[config.mk]
export PLATFORM = sky130hd
export DESIGN_NAME = ftcr_top
export DESIGN_NICKNAME = d
export VERILOG_FILES = /design/src/core/ftcr_pkg.sv /design/src/core/ftcr_top.sv /design/src/core/ftcr_tach_chan.sv
export VERILOG_INCLUDE_DIRS = /design/src /design/src/core
export SDC_FILE = /design/constraint.sdc
export NUM_CORES = 1
export LEC_CHECK = 0
export BUFFER_PORTS_ARGS = -buffer_cell sky130_fd_sc_hd__buf_4
export CAP_MARGIN = 10
export CELL_PAD_IN_SITES_DETAIL_PLACEMENT = 1
export CELL_PAD_IN_SITES_GLOBAL_PLACEMENT = 1
export CORE_MARGIN = 3
export CORE_UTILIZATION = 30
export DETAILED_ROUTE_END_ITERATION = 16
export PLACE_DENSITY = 0.67
export SLEW_MARGIN = 20
export SYNTH_ARGS = -nofsm -noshare
export SYNTH_HDL_FRONTEND = slang
export SYNTH_SLANG_ARGS = --single-unit
[constraint.sdc]
create_clock -name core_clk_i -period 6.54 [get_ports core_clk_i]
set_input_delay 0.327 -clock core_clk_i [delete_from_list [all_inputs] [get_ports core_clk_i]]
set_output_delay 0.327 -clock core_clk_i [all_outputs]
set_load 0.02 [all_outputs]
[src/core/ftcr_params.svh]
/*
 Constants of the fan tachometer configuration block: register indices,
 reset values, field positions and timing figures.
 Assumes a 20 MHz core clock and word-aligned AHB-Lite register access.
*/
`ifndef FTCR_PARAMS_SVH
`define FTCR_PARAMS_SVH

// ----------------------------------------------------------------------
// Register indices; byte address is four times the index
// ----------------------------------------------------------------------
`define FTCR_IDX_MASK_TWO 7'h75
`define FTCR_IDX_CFG_THREE 7'h78
`define FTCR_IDX_PULSES 7'h7b
`define FTCR_IDX_TEST_ONE 7'h7e
`define FTCR_IDX_TEST_TWO 7'h7f
`define FTCR_IDX_LOCK 7'h40
`define FTCR_IDX_IRQ_STATUS 7'h41
`define FTCR_IDX_IRQ_MASK 7'h42

// ----------------------------------------------------------------------
// Reset values
// ----------------------------------------------------------------------
`define FTCR_RST_CFG_THREE 8'h00
`define FTCR_RST_PULSES 8'h55
`define FTCR_RST_TEST 8'h00
`define FTCR_RST_MASK_TWO 8'h00
`define FTCR_RST_IRQ 8'h00

// ----------------------------------------------------------------------
// Field positions
// ----------------------------------------------------------------------
`define FTCR_BIT_ALERT_SEL 0
`define FTCR_BIT_FAST 3
`define FTCR_BIT_CONT_LO 4
`define FTCR_BIT_MASK_FAN_LO 2
`define FTCR_BIT_LOCK 0

// ----------------------------------------------------------------------
// Timing
// ----------------------------------------------------------------------
`define FTCR_CLK_KHZ 20000
`define FTCR_SLOW_PERIOD_MS 1000
`define FTCR_FAST_PERIOD_MS 250
`define FTCR_CNT_MAX 16'hffff

`endif

[src/core/ftcr_pkg.sv]
/*
 Types and shared decode functions of the fan tachometer block.
 Assumes the constants header is on the include path.
*/
`include "ftcr_params.svh"

package ftcr_pkg;

    typedef enum logic [1:0] {
        FTCR_IDLE = 2'b00,
        FTCR_ARM = 2'b01,
        FTCR_COUNT = 2'b11
    } ftcr_state_type;

    // Pulse-count field to number of pulses counted
    function automatic logic [2:0] ftcr_pulses(input logic [1:0] code);
        ftcr_pulses = {1'b0, code} + 3'h1;
    endfunction : ftcr_pulses

endpackage : ftcr_pkg

[src/core/ftcr_top.sv]
/*
 Fan tachometer configuration registers with AHB-Lite access, the
 measurement scheduler, four tachometer channels, the shared alert or
 second-drive pin and a maskable interrupt.
 Assumes one master, word transfers only, and synchronous sense inputs.
*/
// Added by the designer: register access over AHB-Lite.
// Behaviour
// RL1 - Pin-function bit selects alert versus second drive
// RL2 - Fast bit shortens measurement period to 250 ms
// RL3 - Bits four to seven make channels measure continuously
// RL4 - Two-bit field sets pulses counted per fan
// RL5 - Pulse-count register resets to 0x55
// RL6 - Lock bit makes first test register read-only
// RL7 - Host avoids writing either test register
// RL8 - Config bits one, two are plain storage
// RL9 - Fan mask bit blocks that fault's alert
// RL10 - Setting changes apply from the next measurement
`timescale 1ns/1ps
`default_nettype none
`include "ftcr_params.svh"

module ftcr_top
    import ftcr_pkg::*;
#(
    parameter int unsigned SLOW_CYCLES =
        `FTCR_SLOW_PERIOD_MS * `FTCR_CLK_KHZ,
    parameter int unsigned FAST_CYCLES =
        `FTCR_FAST_PERIOD_MS * `FTCR_CLK_KHZ
)
(
    // Clock and reset
    input wire logic core_clk_i,
    input wire logic rst_n_i,
    // AHB-Lite slave
    input wire logic hsel_i,
    input wire logic [31:0] haddr_i,
    input wire logic [1:0] htrans_i,
    input wire logic hwrite_i,
    input wire logic [2:0] hsize_i,
    input wire logic [31:0] hwdata_i,
    input wire logic hready_i,
    output logic [31:0] hrdata_o,
    output logic hreadyout_o,
    output logic hresp_o,
    // Speed-sense inputs
    input wire logic speed_sense_input_one_i,
    input wire logic speed_sense_input_two_i,
    input wire logic speed_sense_input_three_i,
    input wire logic speed_sense_input_four_i,
    // Shared pin
    input wire logic pwm_two_i,
    output logic second_fan_drive_output_o,
    output logic second_fan_drive_output_oe_o,
    // Results and interrupt
    output logic [63:0] fan_period_o,
    output logic irq_o
);

    // ------------------------------------------------------------------
    // Bus slave
    // ------------------------------------------------------------------
    logic wr_pend_reg;
    logic rd_pend_reg;
    logic [6:0] idx_reg;

    wire take = hsel_i & htrans_i[1] & hready_i;
    wire in_map = (haddr_i[31:9] == 23'h00_0000);

    always_ff @(posedge core_clk_i)
    begin
        if (!rst_n_i)
        begin
            wr_pend_reg <= 1'b0;
            rd_pend_reg <= 1'b0;
            idx_reg <= 7'h00;
        end
        else
        begin
            wr_pend_reg <= take & hwrite_i & in_map;
            rd_pend_reg <= take & ~hwrite_i & in_map;
            if (take)
            begin
                idx_reg <= haddr_i[8:2];
            end
        end
    end

    wire [7:0] wdata = hwdata_i[7:0];
    wire wr_cfg3 = wr_pend_reg & (idx_reg == `FTCR_IDX_CFG_THREE);
    wire wr_pulses = wr_pend_reg & (idx_reg == `FTCR_IDX_PULSES);
    wire wr_test1 = wr_pend_reg & (idx_reg == `FTCR_IDX_TEST_ONE);
    wire wr_test2 = wr_pend_reg & (idx_reg == `FTCR_IDX_TEST_TWO);
    wire wr_mask2 = wr_pend_reg & (idx_reg == `FTCR_IDX_MASK_TWO);
    wire wr_lock = wr_pend_reg & (idx_reg == `FTCR_IDX_LOCK);
    wire wr_status = wr_pend_reg & (idx_reg == `FTCR_IDX_IRQ_STATUS);
    wire wr_imask = wr_pend_reg & (idx_reg == `FTCR_IDX_IRQ_MASK);

    // ------------------------------------------------------------------
    // Registers
    // ------------------------------------------------------------------
    logic [7:0] cfg3_reg;
    logic [7:0] pulses_reg;
    logic [7:0] test1_reg;
    logic [7:0] test2_reg;
    logic [7:0] mask2_reg;
    logic lock_reg;
    logic [7:0] status_reg;
    logic [7:0] imask_reg;
    logic [7:0] status_next;
    logic [7:0] events;

    // Lock is sticky until reset so test logic cannot be reopened
    wire lock_next = lock_reg | (wr_lock & wdata[`FTCR_BIT_LOCK]);
    // Set wins over a write-one-to-clear in the same cycle
    assign status_next = (status_reg & ~(wr_status ? wdata : 8'h00))
        | events;

    always_ff @(posedge core_clk_i)
    begin
        if (!rst_n_i)
        begin
            cfg3_reg <= `FTCR_RST_CFG_THREE;
            pulses_reg <= `FTCR_RST_PULSES; // RL5
            test1_reg <= `FTCR_RST_TEST;
            test2_reg <= `FTCR_RST_TEST;
            mask2_reg <= `FTCR_RST_MASK_TWO;
            lock_reg <= 1'b0;
            status_reg <= `FTCR_RST_IRQ;
            imask_reg <= `FTCR_RST_IRQ;
        end
        else
        begin
            cfg3_reg <= wr_cfg3 ? wdata : cfg3_reg; // RL8
            pulses_reg <= wr_pulses ? wdata : pulses_reg;
            test1_reg <= (wr_test1 & ~lock_reg) ? wdata : test1_reg; // RL6
            test2_reg <= wr_test2 ? wdata : test2_reg;
            mask2_reg <= wr_mask2 ? wdata : mask2_reg;
            lock_reg <= lock_next;
            status_reg <= status_next;
            imask_reg <= wr_imask ? wdata : imask_reg;
        end
    end

    wire [7:0] rd_sel =
        (idx_reg == `FTCR_IDX_CFG_THREE) ? cfg3_reg :
        (idx_reg == `FTCR_IDX_PULSES) ? pulses_reg :
        (idx_reg == `FTCR_IDX_TEST_ONE) ? test1_reg :
        (idx_reg == `FTCR_IDX_TEST_TWO) ? test2_reg :
        (idx_reg == `FTCR_IDX_MASK_TWO) ? mask2_reg :
        (idx_reg == `FTCR_IDX_LOCK) ? {7'h00, lock_reg} :
        (idx_reg == `FTCR_IDX_IRQ_STATUS) ? status_reg :
        (idx_reg == `FTCR_IDX_IRQ_MASK) ? imask_reg : 8'h00;

    assign hrdata_o = rd_pend_reg ? {24'h00_0000, rd_sel} : 32'h0000_0000;
    assign hreadyout_o = 1'b1;
    assign hresp_o = 1'b0;

    // ------------------------------------------------------------------
    // Measurement scheduler
    // ------------------------------------------------------------------
    logic [24:0] period_cnt_reg;
    logic fast_active_reg;

    wire [24:0] period_last = fast_active_reg ?
        25'(FAST_CYCLES - 1) : 25'(SLOW_CYCLES - 1);
    wire tick = (period_cnt_reg == period_last);

    // Rate is taken up only at a period boundary
    always_ff @(posedge core_clk_i)
    begin
        if (!rst_n_i)
        begin
            period_cnt_reg <= 25'h000_0000;
            fast_active_reg <= 1'b0;
        end
        else
        begin
            period_cnt_reg <= tick ? 25'h000_0000 :
                period_cnt_reg + 25'h000_0001; // RL2
            if (tick)
            begin
                fast_active_reg <= cfg3_reg[`FTCR_BIT_FAST]; // RL2 RL10
            end
        end
    end

    // ------------------------------------------------------------------
    // Channels
    // ------------------------------------------------------------------
    wire [3:0] sense = {speed_sense_input_four_i, speed_sense_input_three_i,
        speed_sense_input_two_i, speed_sense_input_one_i};
    wire [3:0] cont = cfg3_reg[`FTCR_BIT_CONT_LO +: 4];
    logic [3:0] busy;
    logic [3:0] done;
    logic [3:0] fault;
    logic [3:0] start;

    // A busy channel ignores the tick; its run finishes undisturbed
    assign start = {4{tick}} | (cont & ~busy); // RL3

    genvar ch;
    generate
        for (ch = 0; ch < 4; ch++)
        begin : g_chan
            ftcr_tach_chan u_chan (
                .core_clk_i(core_clk_i),
                .rst_n_i(rst_n_i),
                .tach_i(sense[ch]),
                .start_i(start[ch]),
                .cfg_i(pulses_reg[2 * ch +: 2]), // RL4
                .busy_o(busy[ch]),
                .done_o(done[ch]),
                .fault_o(fault[ch]),
                .period_o(fan_period_o[16 * ch +: 16])
            );
        end
    endgenerate

    // ------------------------------------------------------------------
    // Interrupt and shared pin
    // ------------------------------------------------------------------
    assign events = {fault, done};
    assign irq_o = |(status_reg & imask_reg);

    wire [3:0] fan_mask = mask2_reg[`FTCR_BIT_MASK_FAN_LO +: 4];
    wire alert_active = |(status_reg[7:4] & ~fan_mask); // RL9
    wire alert_mode = cfg3_reg[`FTCR_BIT_ALERT_SEL];

    // Alert is open-drain and active low; drive mode is push-pull
    assign second_fan_drive_output_o = alert_mode ? 1'b0 : pwm_two_i; // RL1
    assign second_fan_drive_output_oe_o = alert_mode ? alert_active : 1'b1;

    // ------------------------------------------------------------------
    // Checks
    // ------------------------------------------------------------------
    // Separate count between ticks, so a broken period counter is caught
    logic [24:0] gap_reg;

    always_ff @(posedge core_clk_i)
    begin
        if (!rst_n_i || tick)
        begin
            gap_reg <= 25'h000_0000;
        end
        else
        begin
            gap_reg <= gap_reg + 25'h000_0001;
        end
    end
endmodule : ftcr_top
`default_nettype wire

[src/core/ftcr_tach_chan.sv]
/*
 One tachometer channel: counts core clocks across a set number of
 speed-sense pulses and reports the period, or a fault on time-out.
 Assumes the sense input is synchronous to core_clk_i.
*/
`timescale 1ns/1ps
`default_nettype none
`include "ftcr_params.svh"

module ftcr_tach_chan
    import ftcr_pkg::*;
(
    // Clock and reset
    input wire logic core_clk_i,
    input wire logic rst_n_i,
    // Sense and control
    input wire logic tach_i,
    input wire logic start_i,
    input wire logic [1:0] cfg_i,
    // Results
    output logic busy_o,
    output logic done_o,
    output logic fault_o,
    output logic [15:0] period_o
);

    ftcr_state_type state_reg;
    logic tach_prev_reg;
    logic [2:0] target_reg;
    logic [2:0] edges_reg;
    logic [15:0] cnt_reg;
    logic [15:0] period_reg;
    logic done_reg;
    logic fault_reg;

    wire rise = tach_i & ~tach_prev_reg;
    wire timeout = (cnt_reg == `FTCR_CNT_MAX);
    wire last_edge = rise & (edges_reg == target_reg - 3'h1);
    wire [15:0] cnt_inc = cnt_reg + 16'h0001;

    // Target is latched at start, so a later write waits for the next run
    always_ff @(posedge core_clk_i)
    begin
        if (!rst_n_i)
        begin
            state_reg <= FTCR_IDLE;
            tach_prev_reg <= 1'b0;
            target_reg <= 3'h2;
            edges_reg <= 3'h0;
            cnt_reg <= 16'h0000;
            period_reg <= 16'h0000;
            done_reg <= 1'b0;
            fault_reg <= 1'b0;
        end
        else
        begin
            tach_prev_reg <= tach_i;
            done_reg <= 1'b0;
            fault_reg <= 1'b0;
            unique case (state_reg)
                FTCR_IDLE:
                begin
                    if (start_i)
                    begin
                        state_reg <= FTCR_ARM;
                        target_reg <= ftcr_pulses(cfg_i); // RL4 RL10
                        cnt_reg <= 16'h0000;
                        edges_reg <= 3'h0;
                    end
                end
                FTCR_ARM:
                begin
                    cnt_reg <= cnt_inc;
                    if (rise)
                    begin
                        state_reg <= FTCR_COUNT;
                        cnt_reg <= 16'h0000;
                    end
                    else if (timeout)
                    begin
                        state_reg <= FTCR_IDLE;
                        period_reg <= `FTCR_CNT_MAX;
                        done_reg <= 1'b1;
                        fault_reg <= 1'b1;
                    end
                end
                FTCR_COUNT:
                begin
                    cnt_reg <= cnt_inc;
                    if (last_edge)
                    begin
                        state_reg <= FTCR_IDLE;
                        period_reg <= cnt_inc;
                        done_reg <= 1'b1;
                    end
                    else if (timeout)
                    begin
                        state_reg <= FTCR_IDLE;
                        period_reg <= `FTCR_CNT_MAX;
                        done_reg <= 1'b1;
                        fault_reg <= 1'b1;
                    end
                    else if (rise)
                    begin
                        edges_reg <= edges_reg + 3'h1; // RL4
                    end
                end
                default:
                begin
                    state_reg <= FTCR_IDLE;
                end
            endcase
        end
    end

    assign busy_o = (state_reg != FTCR_IDLE);
    assign done_o = done_reg;
    assign fault_o = fault_reg;
    assign period_o = period_reg;
endmodule : ftcr_tach_chan
`default_nettype wire

Yosys cells after proc, flatten, opt, wreduce, memory -nomap -nowiden --
Index checks and enable logic that the tools add are counted.
Storage, ports and cells: input bits 79, word-level logic and storage cells 293, bits in registers 264, output and inout bits 101
Operators by class: multiplexer cells 105, bitwise gates (word level) 41, equal/unequal tests 45, reduce and logical (&&, ||, !) cells 40, $add $sub $neg 17
Operators by type and width (number):
- $mux W16 | 20
- $pmux W16 S3 | 4
- $pmux W16 S2 | 4
- $mux W8 | 10
- $add A16 B1 Y16 const B | 4
- $eq A16 B16 Y1 const B | 4
- $eq A7 B7 Y1 const B | 8
- $mux W3 | 16
- $mux W2 | 16
- $ne A2 B2 Y1 const B | 16
- $add A25 B1 Y25 const B | 1
- $eq A25 B25 Y1 | 1
- $mux W25 | 1
- $and A1 B1 Y1 | 24
- $pmux W2 S3 | 4
- $pmux W3 S2 | 4
- $reduce_and A2 Y1 | 12
- $reduce_bool A2 Y1 | 12
- $logic_not A23 Y1 | 1
- $reduce_and A5 Y1 | 4
- $mux W1 | 18
- $and A8 B8 Y8 | 2
- $pmux W1 S2 | 8
- $add A2 B1 Y3 const B | 4
- 18 further kinds | 50

Longest topological paths before layout --
Gate-level depths: netlist (run 1).
depth in word-level cells 10, gate-level depth with buffers 9, mapped depth without buffers 8

Hierarchy --
A second synthesis (run 1) with hierarchy kept.
Second synthesis, totals: cell total of the unflattened synthesis 1472, area, all modules 13376.6 um^2
Modules (own cells, without submodules):
- ftcr_tach_chan | times used 4, area an instance 2119.5 um^2, seq. area each 860.8 um^2, cells an instance 234
- ftcr_top | times used 1, area an instance 4898.4 um^2, seq. area each 1841.8 um^2, cells an instance 536

Worst setup path after synthesis (run 1) --
OpenSTA, ideal clock, no wires.
kind register -> output, start register idx_reg[1], end output port hrdata_o[0], slack 4.297 ns, buffers on the path 1, required time 6.213 ns, cell stages (with the launch flop) 8, data arrival time 1.916 ns, cell sequence dfxtp_1 clkbuf_1 nor3b_1 nor2b_1 a32oi_1 o22ai_1 o21ai_0 a21boi_0
On the way: word-level cells in the longest chain between the ends 10, elaborated cells on any way between the ends 17, classes of those cells eq/ne: 8; mux: 9
Ends and longest elaborated chain:
- start: declaration | line ftcr_top.sv:65 | logic [6:0] idx_reg;
- start signal: assignment | line ftcr_top.sv:84 | idx_reg <= haddr_i[8:2];
- $eq A7 B7 Y1 (no source line)
- $mux W8 | line ftcr_top.sv:153 | (idx_reg == `FTCR_IDX_IRQ_MASK) ? imask_reg : 8'h00;
- $mux W8 | line ftcr_top.sv:152 | (idx_reg == `FTCR_IDX_IRQ_STATUS) ? status_reg :
- $mux W8 | line ftcr_top.sv:151 | (idx_reg == `FTCR_IDX_LOCK) ? {7'h00, lock_reg} :
- $mux W8 | line ftcr_top.sv:150 | (idx_reg == `FTCR_IDX_MASK_TWO) ? mask2_reg :
- $mux W8 | line ftcr_top.sv:149 | (idx_reg == `FTCR_IDX_TEST_TWO) ? test2_reg :
- $mux W8 | line ftcr_top.sv:148 | (idx_reg == `FTCR_IDX_TEST_ONE) ? test1_reg :
- $mux W8 | line ftcr_top.sv:147 | (idx_reg == `FTCR_IDX_PULSES) ? pulses_reg :
- $mux W8 (*) | line ftcr_top.sv:146 | (idx_reg == `FTCR_IDX_CFG_THREE) ? cfg3_reg :
- $mux W8 (*) | line ftcr_top.sv:155 | assign hrdata_o = rd_pend_reg ? {24'h00_0000, rd_sel} : 32'h0000_0000;
- end: declaration | line ftcr_top.sv:43 | output logic [31:0] hrdata_o,
Every way passes the cells marked *; elsewhere a longest branch is shown, timed or not.

Worst setup path in the final report (run 1) --
start register idx_reg[0], end output port hrdata_o[0]
Same word-level chain as after synthesis.

==> metrics.md, run 1 <==
| Metric | Value |
|---|---|
| Result of the run | completed |
| Crit path max-delay cell type | nor2b_1 |
| TritonCTS clock tree | built |
| I/O pin total | 180 |
| Total count of hold-check failures in the final report | 0 |
| Pwr per Cell Area | 241 mW/mm² |
| First-pass GRT wire length | 59100 µm |
| Number of gates resized after cts | 0 |
| Row count | 74 |
| Class of the worst hold path | input port to flip-flop |
| Detailed-route wire length per cell | between 15 and 20 µm |
| Slew @ Worst Pin | 1000 ps |
| Worst hold slack after final layout | 84.3 ps |
| Max capacitance violation total | 0 |
| Signed area change from the synthesized netlist to the final layout | 19.5% |
| Vias in the first global route | 10961 |
| DRC violations left | 0 |
| Total power | 3.60 mW |
| Total inserted antenna cells | 0 |
| Worst hold start | hwdata_i[7] |
| Number of vias after detailed routing | 10804 |
| Worst Setup SP | idx_reg[0] |
| Length of the first detailed-routing pass in iterations | 6 |
| Distinct cells, synth | 73 |
| Die boundary width | 210 µm |
| Warning count from the yosys run | 0 |
| Count of clock tree sinks | around 260 |
| Antenna-violating nets left | 0 |
| Final Util | 36.4% |
| Proportion of synthesized flip-flops having asynchronous set or reset | 0% |
| Final clock skew | 27.6 ps |
| RSZ-0062 raised after global routing | no |
| Core region area | 0.0410 mm² |
| Fraction of layout cells with a size suffix above 1 | around 17% |
| Cell family with most CP delay | simple AND/OR/NAND/NOR gates |
| Ordered list of cells on the worst path | nor3b_1 > nor2b_1 > a32oi_1 > o22ai_1 > o21ai_0 > a21boi_0 > buf_4 |
| Maximum count of clock buffers along a single path | 3 |
| Initial Util | between 30 and 40% |
| Die H | approximately 210 µm |
| Pre-CTS setup slack | 3110 ps |
| Critical path class | flip-flop to output port |
| Crit path time final | just over 4000 ps |
| Biggest fanout along the worst timing path | 21 |
| Leakage power of the design | about 5.7 nW |
| Worst skew pair latency | 570 ps |
| CTS clock-pin slew for the worst setup and hold paths | 60 ps |
| Crit start category | flip-flop |
| Delay of the slowest critical-path stage | 850 ps |
| Pin count of the biggest net entering global routing | 75 |
| Setup Viol. Count Final | 0 |
| Fin. max-slew vios | 0 |
| Final HPWL from detailed placement | 24700 µm |
| WL final | about 36000 µm |
| Number of buffer cells added on primary ports | 123 |
| Highest achievable clock rate | 248 MHz |
| Critical path buffers and inverters | 1 |
| Setup TNS | 0 ps |
| Critical path endpoint category | output port |
| Cts bufs inserted | 31 |
| Combined global-route utilization of all metal layers | between 10% and 20% |
| Number of enable-type register cells in the synthesized netlist | 0 |
| Average cell area after synthesis | around 8.7 µm² |
| Main synth FF type | dfxtp_1 |
| Remaining global-route overflow | 0 |
| Number of cells produced by synthesis | 1439 |
| Starting DRT DRC Count | 485 |
| PnR worst setup slack | 2500 ps |
| Clock tree root driver cell | clkbuf_16 |
| Share of the yosys chip area belonging to registers | between 40% and 50% |
| Worst IR Drop VDD | 0.000193 V |
| Data arrival, critical path | about 3700 ps |
| Max-slew headroom at the worst pin | 32.9% |
| CP required | 6210 ps |
| Routability congestion estimate | 0.831 |
| Number of vias per cell | approximately 5.2 |
| Part of the cycle the worst path needs | between 60% and 70% |
| Post-synthesis instance area | approximately 0.012 mm² |
| Deepest level of the CTS H-tree | 1 |
| RR Startpoint | g_chan[3].u_chan.target_reg[0] |
| Number of nets in the final layout | 1627 |
| Number of synthesized register bits | 264 |
| Antenna violations before repair | 0 |
| Die area | approximately 0.044 mm² |
==> metrics by stage <==
stage                     instances  instance area (µm²)
after floorplan                1463                12600
after global placement         2018                13700
after detailed placement       2018                13700
after CTS                      2086                14900
after global routing           2086                14900
final                          2086                14900
==> tightest hold or removal path, stage by stage <==
cell     delay (ps)
buf_4           160
nand3_1          70
a21oi_1          50
==> cells in the final DEF, fill, tap and decap left out, drive strengths merged, types with 13 or more instances in the layout <==
| cell type | instances |
|---|---|
| buf | 131 |
| nand4 | 26 |
| and3 | 14 |
| xnor2 | 57 |
| a21oi | 81 |
| mux2i | 41 |
| nand3 | 75 |
| nand2 | 134 |
| a31oi | 30 |
| ha | 17 |
| o221a | 49 |
| o22ai | 16 |
| a22oi | 22 |
| nor2b | 16 |
| nor3 | 16 |
| and2 | 21 |
| nor2 | 172 |
| clkbuf | 46 |
| o21ai | 80 |
| nor4 | 15 |
| inv | 37 |
| and4 | 13 |
| xor2 | 34 |
| dfxtp | 264 |
| conb | 26 |
==> layer usage <==
| layer | share of wire [%] | GRT usage [%] | vias up |
|---|---|---|---|
| li1 | - | - | 5278 |
| met1 | 48 | 21.9 | 5312 |
| met2 | 47 | 26.8 | 184 |
| met3 | 4.3 | 2.47 | 30 |
| met4 | 1.5 | 3.60 | 0 |
| met5 | 0 | 0 | - |
==> kinds of logic (layout without fill, tap and decap cells) <==
family                     count (synthesis)  in the layout  share of synthesized area (%)
and+or+nand+nor                          538            538                           21.0
AOI/OAI and AO/OA                        337            337                           19.1
DFF                                      264            264                           42.3
buffers and inverters                    145            236                           5.32
xor gates and xnor gates                  95             95                           7.14
muxes                                     41             41                           3.29
adders and majority gates                 17             17                           1.70
other                                      2             26                         0.0601
==> power by group <==
part | switching, mW | leakage [nW] | internal [mW]
logic | 0.0820 | 2.99 | 0.0412
clock network | 0.698 | 0.531 | 1.15
registers | 0.00960 | 2.13 | 1.61
total | 0.789 | 5.65 | 2.81
==> cell usage after synthesis (14+ instances only) <==
cell type | number | area share (%)
dfxtp_1 | 264 | 42
nor2_1 | 172 | 5.2
nand2_1 | 134 | 4.0
a21oi_1 | 80 | 3.2
nand3_1 | 74 | 3.0
o21ai_0 | 73 | 2.9
clkbuf_1 | 66 | 2.0
xnor2_1 | 57 | 4.0
o221a_2 | 49 | 4.4
mux2i_1 | 41 | 3.3
inv_1 | 36 | 1.1
xor2_1 | 34 | 2.4
a31oi_1 | 30 | 1.5
buf_4 | 29 | 1.7
nand4_1 | 25 | 1.3
a22oi_1 | 22 | 1.3
and2_1 | 19 | 0.95
ha_1 | 17 | 1.7
nor2b_1 | 16 | 0.80
nor3_1 | 16 | 0.64
o22ai_1 | 16 | 0.80
and3_1 | 14 | 0.70
==> area by class of cell <==
class | instances | area (µm²)
Clock buffer | 46 | 912
Clock inverter | 10 | 184
Fill cell | 4803 | 26100
Inverter | 37 | 140
Multi-Input combinational cell | 1054 | 6640
Sequential cell | 264 | 5290
Tap cell | 532 | 666
Timing Repair Buffer | 143 | 1100
==> final timing paths <==
kind,slack (ps),end,cells past startpoint
max reg2reg,3450,g_chan[3].u_chan.period_o[1],7
max,2500,hrdata_o[0],7
min,80,mask2_reg[7],3
min reg2reg,440,status_reg[6],2
==> timing repair <==
action	4_1_cts	5_1_grt
hold endpoints to repair	13	0
buffers inserted	0	0
hold buffers	12	0
(Power assumes the default switching activity.)
==> run 2: changes to the inputs <==
==> constraint.sdc (replaced) <==
create_clock -name core_clk_i -period 4.1 [get_ports core_clk_i]
set_input_delay 0.205 -clock core_clk_i [delete_from_list [all_inputs] [get_ports core_clk_i]]
set_output_delay 0.205 -clock core_clk_i [all_outputs]
set_load 0.02 [all_outputs]
==> run 2 against run 1 <==
  * First-iteration DRC count up 8.0%
  * Count of clock-buffer cells in the layout up 3
  * Clock power up 74%
  * Non-clock buffer count up 12
  * Core utilization up 0.56 points
  * Register-to-register slack worse by 2300 ps
  * Combinational power up 67%
  * Cell area up 1.5%
  * Sequential power up 60%
  * Via count up 1.8%
  * Cell count up 0.86%
  * Worst hold slack worse by 53 ps
  * Critical path type unchanged
  * Highest routed layer unchanged
==> metrics.md, run 2 (same netlist as run 1, synthesis figures left out) <==
| Metric | Value |
|---|---|
| Result of the run | completed |
| Number of vias per cell | 5.23 (+0.94%) |
| Final clock skew | 18.0 ps (-9.55 ps) |
| Signed area change from the synthesized netlist to the final layout | 21.3% |
| Deepest level of the CTS H-tree | 2 (+1) |
| Worst hold start | hwdata_i[0] |
| Setup Viol. Count Final | 0 (unchanged) |
| Count of clock tree sinks | 264 (unchanged) |
| Pin count of the biggest net entering global routing | 73 (-2.7%) |
| Cts bufs inserted | 34 (+9.7%) |
| I/O pin total | 180 (unchanged) |
| Hold EP | mask2_reg[0] |
| DRC violations left | 0 (unchanged) |
| Fin. max-slew vios | 0 (unchanged) |
| RR Startpoint | g_chan[2].u_chan.cnt_reg[0] |
| Core region area | 0.0410 mm² (unchanged) |
| Pre-CTS setup slack | 1180 ps (-1930 ps) |
| WL final | 37200 µm (+2.9%) |
| Total inserted antenna cells | 0 (unchanged) |
| CTS clock-pin slew for the worst setup and hold paths | 60 ps (about the same) |
| Crit path time final | between 3000 and 4000 ps |
| Setup TNS | 0 ps (unchanged) |
| Vias in the first global route | 11542 (+5.3%) |
| Total count of hold-check failures in the final report | 0 (unchanged) |
| Antenna violations before repair | 0 (unchanged) |
| Clock tree root driver cell | clkbuf_16 |
| Slew @ Worst Pin | 1020 ps (+18.4 ps) |
| Critical path buffers and inverters | 2 (+1) |
| Final design area excluding fillers | 0.0152 mm² (+1.5%) |
| Worst hold slack after final layout | 31.0 ps (-53.3 ps) |
| Highest achievable clock rate | 291 MHz |
| Ordered list of cells on the worst path | nand4_1 > nor2b_1 > buf_4 > a21o_1 > o221ai_1 > a21boi_0 > buf_4 |
| Die boundary width | 210 µm (unchanged) |
| Routability congestion estimate | 0.789 (-5.1%) |
| Antenna-violating nets left | 0 (unchanged) |
| Number of buffer cells added on primary ports | 123 (unchanged) |
| Class of the worst hold path | input port to flip-flop |
| Critical path endpoint category | output port |
| Pwr per Cell Area | 396 mW/mm² (+64%) |
| Hold Path Cell Cnt | 3 (unchanged) |
| Row count | 74 (unchanged) |
| Count of filler cells inserted in the layout | 4771 (-0.67%) |
| Die H | 210 µm (unchanged) |
| Setup repair bufs after CTS | 0 (unchanged) |
| Leading cell types in the layout, fill and taps excluded | 264 x dfxtp_1, 171 x nor2_1, 136 x buf_4 |
| RSZ-0062 raised after global routing | no |
| Worst reg-to-reg setup slack | 1190 ps (-2260 ps) |
| Combined global-route utilization of all metal layers | 16.7% (+0.65 points) |
| Top cell by count, worst path | buf_4 |
| Worst skew pair latency | 530 ps (-40 ps) |
| Critical path class | flip-flop to output port |
| Remaining global-route overflow | 0 (unchanged) |
| Length of the first detailed-routing pass in iterations | 4 (-2) |
| Number of nets in the final layout | 1642 (+0.92%) |
| TritonCTS clock tree | built |
| Detailed-route wire length per cell | 17.7 µm (+2.0%) |
| Number of gates resized after cts | 0 (unchanged) |
| FF-to-FF path depth | 6 (-1) |
| PnR worst setup slack | 661 ps (-1840 ps) |
| Cell family with most CP delay | simple AND/OR/NAND/NOR gates |
| Crit start category | flip-flop |
| Starting DRT DRC Count | 524 (+8.0%) |
| Worst IR Drop VDD | 0.000225 V (+17%) |
| Delay of the slowest critical-path stage | 760 ps (-90 ps) |
| Placed instance area | 0.0137 mm² (+0.27%) |
| Most common cell after layout, fill and taps aside | dfxtp_1 |
| Crit path max-delay cell type | dfxtp_1 |
| Part of the cycle the worst path needs | between 80% and 90% |
| Maximum count of clock buffers along a single path | 3 (unchanged) |
| Data arrival, critical path | 3230 ps (-480 ps) |
| Max capacitance violation total | 0 (unchanged) |
| Die area | 0.0441 mm² (unchanged) |
| Initial Util | 30.5% (unchanged) |
| CP required | 3890 ps (-2320 ps) |
| Leakage power of the design | 5.77 nW (+2.0%) |
| Number of vias after detailed routing | 11000 (+1.8%) |
| Biggest fanout along the worst timing path | 20 (-4.8%) |
| Final HPWL from detailed placement | 25100 µm (+1.4%) |
| Max-slew headroom at the worst pin | 31.6% (-1.2 points) |
| Capture point of the worst reg-to-reg path | g_chan[2].u_chan.period_o[1] |
| Hold-fix buffer count after cts | 19 (+7) |
| First-pass GRT wire length | 60900 µm (+3.1%) |
| Fraction of layout cells with a size suffix above 1 | 17.4% (+0.57 points) |
run 2: worst max-delay path by stage:
| stage | from | endpoint | slack [ps] | cells after the start |
|---|---|---|---|---|
| final | idx_reg[2] | hrdata_o[2] | 660 | 7 |
| after global routing | idx_reg[2] | hrdata_o[2] | 400 | 7 |
| after CTS | idx_reg[2] | hrdata_o[2] | 650 | 7 |
| after detailed placement | g_chan[1].u_chan.target_reg[0] | g_chan[1].u_chan.period_o[0] | 1180 | 8 |
| after global placement | idx_reg[2] | hrdata_o[7] | 1230 | 7 |
| after floorplan | idx_reg[1] | hrdata_o[0] | 1980 | 7 |
run 2: tightest hold or removal path: cells and delay by family:
family | cells | cell delay [ps]
buffers and inverters | 1 | 160
and+or+nand+nor | 1 | 80
AOI/OAI and AO/OA | 1 | 60
run 2: layout make-up:
class                      count  area (µm²)  area share, %
inverter                      37         140          0.925
clock buffer                  49        1030           6.80
tap                          532         666           4.39
multi-input combinational   1054        6640           43.8
clock inverter                13         185           1.22
timing repair buffer         155        1210           7.99
sequential                   264        5290           34.9
run 2: metrics by stage:
stage / utilization [%] / cells / power (mW)
2_1_floorplan: - / 1463 / 2.77
3_3_place_gp: 33.5 / 2023 / 2.83
3_5_place_dp: 33.5 / 2023 / 2.83
4_1_cts: 36.9 / 2104 / 6.10
5_1_grt: 36.9 / 2104 / 6.23
6_report: 36.9 / 2104 / 6.00
run 2: report_power, final:
part           total, mW  switching, mW  internal, mW
Combinational      0.206          0.136        0.0703
Sequential          2.59         0.0132          2.57
Clock               3.21           1.20          2.01
Total               6.00           1.35          4.66
run 2: per-layer routing:
| metal | global-route usage [%] | wire, µm |
|---|---|---|
| met4 | 5.51 | 946 |
| met2 | 28.0 | 17400 |
| met5 | 0 | 0 |
| met1 | 22.0 | 17300 |
| met3 | 2.63 | 1520 |
==> run 3: changes to the inputs <==
==> constraint.sdc (replaced) <==
create_clock -name core_clk_i -period 3.56 [get_ports core_clk_i]
set_input_delay 0.178 -clock core_clk_i [delete_from_list [all_inputs] [get_ports core_clk_i]]
set_output_delay 0.178 -clock core_clk_i [all_outputs]
set_load 0.02 [all_outputs]
==> run 3 against run 2 <==
  * Setup slack got worse by 230 ps
  * Die area did not move
  * Worst hold slack improved by 8.3 ps
  * Via count shrank 0.60%
  * Cell count about the same
  * Clock power increased by 4%
  * Non-clock buffer count is 8 higher
==> metrics.md, run 3 (same netlist as run 1, synthesis figures left out) <==
| Metric | Value |
|---|---|
| CP required | 3380 ps (-510 ps) |
| Number of instances in the placed design | 2030 (+0.35%) |
| Count of clock tree sinks | 264 (unchanged) |
| Hold-fix buffer count after cts | 20 (+1) |
| Data arrival, critical path | 2950 ps (-280 ps) |
| I/O pin total | 180 (unchanged) |
| TritonCTS clock tree | built |
| Leading cell types in the layout, fill and taps excluded | 264 x dfxtp_1, 172 x nor2_1, 143 x buf_4 |
| CTS clock-pin slew for the worst setup and hold paths | 60 ps (about the same) |
| Number of vias per cell | 5.19 (-0.69%) |
| Core region area | 0.0410 mm² (unchanged) |
| Clock tree root driver cell | clkbuf_16 |
| Maximum count of clock buffers along a single path | 3 (unchanged) |
| Pwr per Cell Area | 435 mW/mm² (+9.9%) |
| Leakage power of the design | 5.74 nW (-0.43%) |
| WL final | 36800 µm (-0.88%) |
| Initial Util | 30.5% (unchanged) |
| Worst skew pair latency | 530 ps (about the same) |
| Critical path endpoint category | output port |
| Detailed-route wire length per cell | 17.5 µm (-0.97%) |
| Signed area change from the synthesized netlist to the final layout | 20.6% |
| Biggest fanout along the worst timing path | 10 (-50%) |
| Antenna violations before repair | 0 (unchanged) |
| Result of the run | completed |
| Part of the cycle the worst path needs | 88.0% |
| Worst reg-to-reg setup slack | 770 ps (-420 ps) |
| Crit start category | flip-flop |
| RSZ-0062 raised after global routing | no |
| Remaining global-route overflow | 0 (unchanged) |
| Setup repair bufs after CTS | 0 (unchanged) |
| Deepest level of the CTS H-tree | 2 (unchanged) |
| Crit path time final | 3130 ps |
| Number of nets in the final layout | 1650 (+0.49%) |
| Combined global-route utilization of all metal layers | 16.5% (-0.19 points) |
| Number of gates resized after cts | 0 (unchanged) |
| Count of filler cells inserted in the layout | 4792 (+0.44%) |
| Capture point of the worst reg-to-reg path | g_chan[3].u_chan.period_o[0] |
| Routability congestion estimate | 0.789 (about the same) |
| Die area | 0.0441 mm² (unchanged) |
| Hold Path Cell Cnt | 4 (+1) |
| Fin. max-slew vios | 0 (unchanged) |
| Max capacitance violation total | 0 (unchanged) |
| Most common cell after layout, fill and taps aside | dfxtp_1 |
| Fraction of layout cells with a size suffix above 1 | 17.4% (-0.022 points) |
| Class of the worst hold path | input port to flip-flop |
| Starting DRT DRC Count | 543 (+3.6%) |
| Die H | 210 µm (unchanged) |
| Max-slew headroom at the worst pin | 33.2% (+1.6 points) |
| Highest achievable clock rate | 319 MHz |
| Total count of hold-check failures in the final report | 0 (unchanged) |
| Length of the first detailed-routing pass in iterations | 4 (unchanged) |
| Vias in the first global route | 11290 (-2.2%) |
| Setup Viol. Count Final | 0 (unchanged) |
| Pin count of the biggest net entering global routing | 73 (unchanged) |
| Final Non-Filler Cells | 2106 (+0.095%) |
| Slew @ Worst Pin | 1000 ps (-22.0 ps) |
| First-pass GRT wire length | 60100 µm (-1.3%) |
| Setup TNS | 0 ps (unchanged) |
| Final HPWL from detailed placement | 25100 µm (+0.21%) |
| Number of vias after detailed routing | 10934 (-0.60%) |
| FF-to-FF path depth | 7 (+1) |
| Cts bufs inserted | 34 (unchanged) |
| Row count | 74 (unchanged) |
| Final clock skew | 17.5 ps (-0.504 ps) |
| Total power | 6.56 mW (+9.2%) |
| Worst IR Drop VDD | 0.000230 V (+2.2%) |
| DRC violations left | 0 (unchanged) |
| RR Startpoint | g_chan[3].u_chan.cnt_reg[0] |
| Antenna-violating nets left | 0 (unchanged) |
| Total inserted antenna cells | 0 (unchanged) |
| Number of buffer cells added on primary ports | 123 (unchanged) |
| Die boundary width | 210 µm (unchanged) |
| Hold EP | rd_pend_reg |
| Worst hold start | haddr_i[25] |
| Critical path class | flip-flop to output port |
[run 3: cell count changes in the layout (fill, tap and decap cells not counted), sizes merged]
cell	previous run	this run
buf	136	143
clkbuf	49	45
bufinv	4	2
clkinv	7	8
clkinvlp	2	1
dlygate4sd3	19	20
[run 3: per-stage QoR]
stage	hold WS (ps)	setup slack, ps	utilization (%)	cell area (µm²)
after floorplan	250	1450	-	12600
after global placement	348	881	33.6	13800
after detailed placement	345	787	33.6	13800
after CTS	7.23	461	36.7	15100
after global routing	48.0	257	36.7	15100
final	39.3	427	36.7	15100
[run 3: where the power goes]
group | internal (mW) | leakage, nW | switching (mW) | total (mW)
registers | 2.97 | 2.13 | 0.0119 | 2.98
clock network | 2.02 | 0.527 | 1.32 | 3.34
logic | 0.0834 | 3.09 | 0.159 | 0.242
[run 3: per-layer routing]
metal / GRT usage (%) / share of wire (%)
met1: 21.7 / 47
met2: 27.8 / 47
met3: 3.14 / 4.0
met4: 4.35 / 2.1
met5: 0 / 0
[run 3: worst max-delay path, cell delays in order (launching register included)]
cell     delay [ps]
dfxtp_1         410
nor3b_1         540
nor2b_1         590
buf_4           250
a21oi_1          70
o21ai_0         240
and2_1          180
buf_4           140
[run 3: worst max path at each step]
stage	start	endpoint	slack, ps
after floorplan	g_chan[3].u_chan.cnt_reg[0]	g_chan[3].u_chan.period_o[10]	1450
after global placement	period_cnt_reg[0]	g_chan[0].u_chan.cnt_reg[4]	880
after detailed placement	g_chan[3].u_chan.cnt_reg[0]	g_chan[3].u_chan.period_o[1]	790
after CTS	idx_reg[3]	hrdata_o[7]	460
after global routing	idx_reg[2]	hrdata_o[5]	260
final	idx_reg[3]	hrdata_o[6]	430
[run 3: final cells by class]
cell class,count,area (µm²),area share (%)
Multi-Input combinational cell,1054,6630,44.0
Sequential cell,264,5290,35.1
Timing Repair Buffer,163,1270,8.46
Clock buffer,45,953,6.33
Tap cell,532,666,4.42
Inverter,37,140,0.930
Clock inverter,11,111,0.739
